==> src/fpp_regs.vh <==
/*
  constants for the flash programming port: timing figures, serial opcodes, flash operation codes.
  assumes the including module runs on a 125 MHz clock.
*/
// Notes on behaviour
// - word write finishes within 21 us
// - page erase finishes within 21 ms
// - bank mass erase finishes within 21 ms
// - stall fetches from bank during operation
`ifndef FPP_REGS_VH
`define FPP_REGS_VH
// ==========================================
// timing
`define FPP_CLK_MHZ        125
`define FPP_WRITE_MAX_US   21
`define FPP_ERASE_MAX_MS   21
`define FPP_WRITE_CYC      (`FPP_WRITE_MAX_US * `FPP_CLK_MHZ)
`define FPP_ERASE_CYC      (`FPP_ERASE_MAX_MS * 1000 * `FPP_CLK_MHZ)
// ==========================================
// serial opcodes
`define FPP_OP_WRITE       8'h02
`define FPP_OP_PAGE_ERASE  8'h20
`define FPP_OP_MASS_ERASE  8'hC7
`define FPP_OP_STATUS      8'h05
// ==========================================
// operation codes to the flash core
`define FPP_FOP_NONE       2'h0
`define FPP_FOP_WRITE      2'h1
`define FPP_FOP_PAGE       2'h2
`define FPP_FOP_MASS       2'h3
`endif

==> src/fpp_prog_port.v <==
/*
  flash programming port: serial slave taking commands from a programmer.
  assumes a programmer-driven serial clock, sampled here by clk (125 MHz),
  and that the programmer keeps its own entry and exit spacing.
*/
`timescale 1ns/1ps
`include "fpp_regs.vh"
module fpp_prog_port #(
  parameter WRITE_CYC = `FPP_WRITE_CYC,
  parameter ERASE_CYC = `FPP_ERASE_CYC
) (
  input  wire        clk,                      // system clock
  input  wire        nrst,                     // reset pin, active low
  input  wire        prog_mode_select_n,       // programming mode request
  input  wire        prog_port_slave_select_n, // transaction frame
  input  wire        prog_port_serial_clock,   // serial clock
  input  wire        prog_port_data_in,        // serial data in
  output reg         prog_port_data_out,       // serial data out
  output wire        prog_port_data_out_oe,    // data out enable
  input  wire        fetch_req,                // core fetch request
  input  wire        fetch_bank,               // core fetch bank
  output wire        fetch_stall,              // core fetch stall
  output reg         prog_active,              // programming mode latched
  output wire        flash_busy,               // write or erase running
  output reg  [1:0]  flash_op,                 // operation to flash core
  output reg  [31:0] flash_addr,               // flash address
  output reg  [31:0] flash_data,               // word to write
  output wire        flash_done                // completion pulse
);
  reg        rst_s1;
  reg        rst_s2;
  reg [2:0]  ss_sync;
  reg [2:0]  sck_sync;
  reg [1:0]  mosi_sync;
  reg [1:0]  pm_sync;
  reg [7:0]  opcode;
  reg [31:0] shift;
  reg [6:0]  bitcnt;
  reg        start;
  reg [7:0]  tx;
  reg        seen_busy;
  // ==========================================
  // reset release through two flops
  always @(posedge clk or negedge nrst)
  begin
    if (!nrst)
    begin
      rst_s1 <= 1'b0;
      rst_s2 <= 1'b0;
    end
    else
    begin
      rst_s1 <= 1'b1;
      rst_s2 <= rst_s1;
    end
  end
  // ==========================================
  // pin synchronisers; only the second stage onward is read
  always @(posedge clk or negedge rst_s2)
  begin
    if (!rst_s2)
    begin
      ss_sync   <= 3'h7;
      sck_sync  <= 3'h0;
      mosi_sync <= 2'h0;
    end
    else
    begin
      ss_sync   <= {ss_sync[1:0], prog_port_slave_select_n};
      sck_sync  <= {sck_sync[1:0], prog_port_serial_clock};
      mosi_sync <= {mosi_sync[0], prog_port_data_in};
    end
  end
  // mode select synchroniser runs through reset, because entry is sampled there
  always @(posedge clk)
  begin
    pm_sync <= {pm_sync[0], prog_mode_select_n};
  end
  wire ss_act = ~ss_sync[1];
  wire sck_re = sck_sync[1] & ~sck_sync[2];
  wire sck_fe = ~sck_sync[1] & sck_sync[2];
  wire ss_end = ss_sync[1] & ~ss_sync[2];
  // ==========================================
  // mode select is caught while the pin reset is held, so it must lead reset
  // limitation: select must stand two clocks before the internal reset lifts
  always @(posedge clk)
  begin
    if (!rst_s2)
      prog_active <= ~pm_sync[1];
    else if (pm_sync[1])
      prog_active <= 1'b0;
  end
  // ==========================================
  // shift in opcode, address, data; issue operation at frame end
  always @(posedge clk or negedge rst_s2)
  begin
    if (!rst_s2)
    begin
      opcode     <= 8'h00;
      shift      <= 32'h0000_0000;
      bitcnt     <= 7'h00;
      flash_addr <= 32'h0000_0000;
      flash_data <= 32'h0000_0000;
      flash_op   <= 2'h0;
      start      <= 1'b0;
      seen_busy  <= 1'b0;
    end
    else
    begin
      start <= 1'b0;
      // a frame that overlaps a running operation is refused as a whole
      if (!ss_act)
        seen_busy <= 1'b0;
      else if (flash_busy)
        seen_busy <= 1'b1;
      if (!ss_act)
        bitcnt <= 7'h00;
      else if (sck_re && prog_active)
      begin
        shift  <= {shift[30:0], mosi_sync[1]};
        bitcnt <= (bitcnt == 7'h48) ? bitcnt : bitcnt + 7'h01;
        if (bitcnt == 7'h07)
          opcode <= {shift[6:0], mosi_sync[1]};
        // address and data stay put while the core works on them
        if (bitcnt == 7'h27 && !flash_busy)
          flash_addr <= {shift[30:0], mosi_sync[1]};
        if (bitcnt == 7'h47 && !flash_busy)
          flash_data <= {shift[30:0], mosi_sync[1]};
      end
      // busy port refuses new work
      if (ss_end && prog_active && !flash_busy && !seen_busy)
      begin
        start <= 1'b1;
        case (opcode)
          `FPP_OP_WRITE:      flash_op <= (bitcnt == 7'h48) ? `FPP_FOP_WRITE : `FPP_FOP_NONE;
          `FPP_OP_PAGE_ERASE: flash_op <= (bitcnt >= 7'h28) ? `FPP_FOP_PAGE : `FPP_FOP_NONE;
          `FPP_OP_MASS_ERASE: flash_op <= (bitcnt >= 7'h08) ? `FPP_FOP_MASS : `FPP_FOP_NONE;
          default:            flash_op <= `FPP_FOP_NONE;
        endcase
      end
    end
  end
  // ==========================================
  // status byte out on falling edges: bit0 busy, bit1 mode active
  always @(posedge clk or negedge rst_s2)
  begin
    if (!rst_s2)
    begin
      tx                 <= 8'h00;
      prog_port_data_out <= 1'b0;
    end
    else if (!ss_act)
    begin
      tx                 <= {6'h00, prog_active, flash_busy};
      prog_port_data_out <= 1'b0;
    end
    else if (sck_fe && bitcnt >= 7'h08 && opcode == `FPP_OP_STATUS)
    begin
      prog_port_data_out <= tx[7];
      tx                 <= {tx[6:0], 1'b0};
    end
  end
  assign prog_port_data_out_oe = ss_act & prog_active;
  // ==========================================
  // bank from address bit 18 (256 KB banks)
  fpp_flash_timer #(
    .WRITE_CYC (WRITE_CYC),
    .ERASE_CYC (ERASE_CYC)
  ) u_timer (
    .clk         (clk),
    .rst_n       (rst_s2),
    .start       (start),
    .op          (flash_op),
    .bank        (flash_addr[18]),
    .fetch_req   (fetch_req),
    .fetch_bank  (fetch_bank),
    .busy        (flash_busy),
    .cur_op      (),
    .done        (flash_done),
    .fetch_stall (fetch_stall)
  );
endmodule // fpp_prog_port

==> src/fpp_flash_timer.v <==
/*
  flash operation sequencer: times one write or erase and stalls fetches.
  assumes requests arrive as one-cycle pulses on the same clock.
*/
`timescale 1ns/1ps
`include "fpp_regs.vh"
module fpp_flash_timer #(
  parameter WRITE_CYC = `FPP_WRITE_CYC,
  parameter ERASE_CYC = `FPP_ERASE_CYC
) (
  input  wire        clk,        // system clock
  input  wire        rst_n,      // synchronised reset
  input  wire        start,      // request pulse
  input  wire [1:0]  op,         // operation code
  input  wire        bank,       // target bank
  input  wire        fetch_req,  // instruction fetch request
  input  wire        fetch_bank, // bank of the fetch
  output reg         busy,       // operation running
  output reg  [1:0]  cur_op,     // operation in progress
  output reg         done,       // completion pulse
  output wire        fetch_stall // fetch held off
);
  reg [23:0] count;
  reg        cur_bank;
  // ==========================================
  // one operation at a time; new starts ignored while busy
  always @(posedge clk or negedge rst_n)
  begin
    if (!rst_n)
    begin
      busy     <= 1'b0;
      count    <= 24'h00_0000;
      cur_op   <= 2'h0;
      cur_bank <= 1'b0;
      done     <= 1'b0;
    end
    else
    begin
      done <= 1'b0;
      if (!busy && start && op != `FPP_FOP_NONE)
      begin
        busy     <= 1'b1;
        cur_op   <= op;
        cur_bank <= bank;
        count    <= (op == `FPP_FOP_WRITE) ? WRITE_CYC[23:0] - 24'h00_0001
                                           : ERASE_CYC[23:0] - 24'h00_0001;
      end
      else if (busy)
      begin
        if (count == 24'h00_0000)
        begin
          busy <= 1'b0;
          done <= 1'b1;
        end
        else
          count <= count - 24'h00_0001;
      end
    end
  end
  // only fetches aimed at the busy bank wait
  assign fetch_stall = busy && fetch_req && (fetch_bank == cur_bank);
endmodule // fpp_flash_timer

==> config.mk <==
export PLATFORM = sky130hd
export DESIGN_NAME = fpp_prog_port
export DESIGN_NICKNAME = d
export VERILOG_FILES = /design/src/fpp_prog_port.v /design/src/fpp_flash_timer.v
export VERILOG_INCLUDE_DIRS = /design/src
export SDC_FILE = /design/constraint.sdc
export NUM_CORES = 1
export LEC_CHECK = 0
export BUFFER_PORTS_ARGS = -buffer_cell sky130_fd_sc_hd__buf_4
export CAP_MARGIN = 0
export CORE_ASPECT_RATIO = 1.25
export CORE_MARGIN = 3
export CORE_UTILIZATION = 25
export DETAILED_ROUTE_END_ITERATION = 6
export PLACE_DENSITY_LB_ADDON = 0.08
export SLEW_MARGIN = 10
export SYNTH_ARGS = -nofsm -noshare
export SYNTH_HDL_FRONTEND = slang
export SYNTH_SLANG_ARGS = --single-unit
export TNS_END_PERCENT = 30
==> constraint.sdc <==
create_clock -name clk -period 6.1 [get_ports clk]
set_input_delay 0.61 -clock clk [delete_from_list [all_inputs] [get_ports clk]]
set_output_delay 0.61 -clock clk [all_outputs]
set_load 0.02 [all_outputs]
Word-level counts from Yosys, hierarchy flattened
Index checks and enable logic that the tools add are counted.
- flip-flop bits (word level): 163
- input bits: 8
- logic and storage cells: 99
- add/sub/neg operators: 2
- magnitude comparators: 2
- equality and inequality tests: 13
- muxes and demuxes: 26
- bitwise gates (word level): 9
- reductions and logical operators: 26
- operators with widths (cell ; count):
    2-to-1 mux 24 bit ; 3
    zero test 24 bit ; 1
    subtractor 24 x 1 -> 24 bit (second input constant) ; 1
    2-to-1 mux 22 bit ; 1
    2-to-1 mux 7 bit ; 3
    2-to-1 mux 8 bit ; 2
    equality test 7 bit (second input constant) ; 2
    2-to-1 mux 1 bit ; 14
    logical AND 1 bit ; 12
    nonzero test 2 bit ; 5
    AND reduction 3 bit ; 3
    equality test 8 x 2 -> 1 bit (second input constant) ; 1
    equality test 8 x 3 -> 1 bit (second input constant) ; 1
    equality test 8 x 6 -> 1 bit (second input constant) ; 1
    equality test 8 bit (second input constant) ; 1
    adder 7 x 1 -> 7 bit (second input constant) ; 1
    equality test 7 x 3 -> 1 bit (second input constant) ; 1
    equality test 7 x 6 -> 1 bit (second input constant) ; 1
    >= comparator 7 x 4 -> 1 bit (second input constant) ; 1
    >= comparator 7 x 6 -> 1 bit (second input constant) ; 1
    one-hot mux 2 bit (3 select lines) ; 1
    AND reduction 2 bit ; 3
    NOT 1 bit ; 5
    AND 1 bit ; 4
    other kinds (6) ; 9

Depth between registers and ports, before layout
- depth after elaboration: 6
- depth in mapped cells: 9

By module
A second synthesis with hierarchy kept.
- cell total of the unflattened synthesis: 537
- area total of the unflattened synthesis: 6907.9 sq um
- by module, submodules not included (module ; instances ; cells an instance ; area each (sq um)):
    fpp_prog_port ; 1 ; 348 ; 5217.5
    fpp_flash_timer ; 1 ; 189 ; 1690.4

Worst setup path before layout
No wires, ideal clock.
- path type: reg-to-reg
- start: reg rst_s2
- end: reg prog_active (enable)
- data arrival time: 3869 ps
- slack: 1815 ps
- stages on the path, launching flop included: 2
- clock period less this slack: 4285 ps
- cells stage by stage: dfrtp_1 nand2b_1
- cells in the longest elaborated chain, start to end: 1
- ends and longest elaborated chain (what ; RTL line ; RTL):
    from (decl) ; fpp_prog_port.v:31 ; reg rst_s2;
    from (signal assigned) ; fpp_prog_port.v:54 ; rst_s2 <= rst_s1;
    inequality test 2 x 1 -> 1 bit (no line) ; - ;
    to (signal assigned) ; fpp_prog_port.v:89 ; prog_active <= ~pm_sync[1];
    to (decl) ; fpp_prog_port.v:23 ; output reg prog_active,
Every way passes these cells.
A chain may end at the register's enable or synchronous reset.

Worst setup path after layout
- start: reg sck_sync[2]
- end: reg flash_data[7]
- cells in the longest elaborated chain, start to end: 4
- ends and longest elaborated chain (what ; RTL line ; RTL):
    from (decl) ; fpp_prog_port.v:33 ; reg [2:0] sck_sync;
    from (signal assigned) ; fpp_prog_port.v:70 ; sck_sync <= {sck_sync[1:0], prog_port_serial_clock};
    NOT 1 bit ; fpp_prog_port.v:80 ; wire sck_re = sck_sync[1] & ~sck_sync[2];
    AND 1 bit ; fpp_prog_port.v:80 ;
    logical AND 1 bit ; fpp_prog_port.v:118 ; else if (sck_re && prog_active)
    AND reduction 3 bit (no line) ; - ;
    to (signal assigned) ; fpp_prog_port.v:128 ; flash_data <= {shift[30:0], mosi_sync[1]};
    to (decl) ; fpp_prog_port.v:27 ; output reg [31:0] flash_data,
Every way passes these cells.

==> results.ini <==
[global_route]
grt_pass1_vias=4514
grt_pass1_wl_mm=25.52
grt_max_degree=62
track_usage_pct=10.95
grt.overflow.total=0
antenna_found_initial=0

[power]
p_clk_share_pct=47.6
p_per_area_nw_per_um2=264.3
comb_power_share_pct=1.5
netSwitchingFraction_pct=22.79
seq_power_share_pct=50.9
p_leak_nw=4.106
p_sw_uw=497.7
peakVddDrop_uv=167.0
power.internal_mw=1.686

[detailed_routing]
vias=4294
drt-total-wl_mm=15.09
avgViaCountPerCell=4.588
final_antenna_net_count=0
wl_per_cell_um=16.13
drc=0
drt_first_pass_iters=4
drtIter0Drc=165

[critical_path]
worstSetupStartpointType=flip-flop
crit_type=reg -> reg
r2r-start=sck_sync[2]
critical_path_arrival_ps=3770
path_max_fanout=32
crit_required_ps=6390
end_kind=flip-flop
ff2ff_path_depth=5
crit_path_start=sck_sync[2]

[job]
cap_violations=0

[clocking]
ctsResizeCount=0
clk_transition_reported_paths_ps=60
cts_sinks=163
cts_tree=built
numCtsBuffers=17
root_buffer=clkbuf_16
clk_latency_ps=420
h-tree-depth=4
clockBufferDepth=2

[finish]
area_delta_synth_final_pct=22.76
fin_nets=595
antenna_cells=0
final_util_pct=31.46
drive_above_1_share_pct=40.10

[die]
die_y_um=189.4
start_util_pct=25.63
io_pins=80
die_x_um=152.8
rows=66
core_area_um2=26260
dieArea_um2=28940

[sta]
slew_viol_final=0
tns_ps=0
setup_violations=0
hold_violations=0
fmax_mhz=287.0
period_minus_slack_ps=3484
slew_headroom_pct=27.74
finalCritPeriodShare_pct=57.12
hold_ws_ps=292.8
rsz0062_at_grt=no
worst_slew_pin_slew_ps=1083
fin_skew_ps=9.662

[yosys]
ys_async_sr_fraction_pct=98.16
yosysWarnings=0
ys_top_cells_by_area=dfrtp_1 (58%), mux2_2 (17%), nor2_1 (2.4%), o21ai_0 (1.3%), nand2_1 (1.2%)
synth-main-ff-cell=dfrtp_1
ys_ff_latch=163
yosysTopAreaCellShare_pct=58.38
avgSynthCellArea_um2=13.41
syn_nets=514
synth.distinct_cells=63
synthTopCellsByCount=dfrtp_1 (157), mux2_2 (100), nor2_1 (43)
synth_cells=502
synth_top_area_cell=dfrtp_1
yosysSeqAreaShare_pct=60.59
syn_area_um2=6730
synth_most_common_cell=dfrtp_1
synth_edf_count=1

[place]
io_buffers=79
dp_hpwl_mm=9.944
routabilityCongestion=0.7625

[run_status]
outcome=completed

[min_path]
holdCritStartpoint=prog_mode_select_n
whs_path_depth=1
min_path_type=in -> reg

==> cell families (layout without fill, tap and decap cells) <==
group | count (synthesis) | count (layout) | share of synthesized area, %
muxes | 111 | 111 | 18.42
xor gates and xnor gates | 15 | 15 | 1.952
and+or+nand+nor | 121 | 121 | 10.11
AOI/OAI and AO/OA | 59 | 59 | 6.098
adders and majority gates | 4 | 4 | 0.7437
DFF | 163 | 163 | 60.59
other | 1 | 1 | 0.05572
buffers and inverters | 28 | 122 | 2.026
==> metal layers <==
metal	vias up	track usage (%)	wire (um)
met4	0	3.737	210
met3	15	3.612	806
met5	-	0	0
met1	2224	13.33	6478
met2	81	18.30	7598
li1	1974	-	-
==> cell usage in the layout (no fill, tap or decap), types with 5 or more instances in the layout <==
cell type    n
a211oi_1     5
a21oi_1      8
and3_1       6
buf_4       81
clkbuf_16   17
dfrtp_1    156
inv_1        7
mux2_2     100
mux2i_1      8
nand2_1     22
nor2_1      41
nor3_1       7
o21ai_0     18
o31ai_1      5
xnor2_1      9
xor2_1       6
==> power by group through the flow <==
stage | registers [mW] | clock network (mW) | logic [mW]
finish | 1.11 | 1.04 | 0.0317
global route | 1.12 | 1.13 | 0.0368
CTS | 1.11 | 1.09 | 0.0337
detailed placement | 1.13 | 0 | 0.0331
global placement | 1.13 | 0 | 0.0322
floorplan | 1.13 | 0 | 0.0123
==> final timing paths <==
kind / endpoint / slack (ps)
setup / recovery: flash_data[7] / 2620
hold / removal: pm_sync[0] / 290
setup reg to reg: flash_data[7] / 2620
hold reg to reg: pm_sync[1] / 330
max in group asynchronous: flash_data[2] / 4450
min in group asynchronous: shift[20] / 380
==> repair_timing <==
| item | in CTS | in global routing |
|---|---|---|
| buffers inserted | 0 | 0 |
| hold buffers | 1 | 0 |
| endpoints found under the hold margin | 2 | 0 |
==> metrics by stage <==
stage	setup slack [ps]	total power, mW	area [um^2]	cells
6_report	2616	2.184	8262	936
5_1_grt	2259	2.282	8262	936
4_1_cts	2488	2.233	8262	936
3_5_place_dp	2509	1.168	7681	903
3_3_place_gp	2591	1.166	7681	903
2_1_floorplan	1276	1.147	6730	502
==> cell type report <==
| cell class | instances | area [um^2] |
|---|---|---|
| tap | 340 | 425.4 |
| clock inverter | 13 | 127.6 |
| timing repair buffer | 82 | 618.1 |
| fill | 2704 | 18000 |
| sequential | 163 | 4081 |
| clock buffer | 19 | 442.9 |
| inverter | 8 | 30.03 |
| multi-input combinational | 311 | 2536 |
==> worst max-delay path, stage by stage (launching register included) <==
cell and delay (ps):
dfrtp_1 360, nand3b_1 280, nor2_4 780, nor4b_2 450, nand3_2 830, mux2_1 640
==> state kept, by name, summed over array words and instances (netlist names), 2 cells and up <==
signal and count:
flash_op 2, bitcnt 7, flash_data 32, u_timer.count 24, shift 31, pm_sync 2
mosi_sync 2, ss_sync 3, tx 8, opcode 8, flash_addr 32, sck_sync 3
Power figures use the tool's default switching activity.
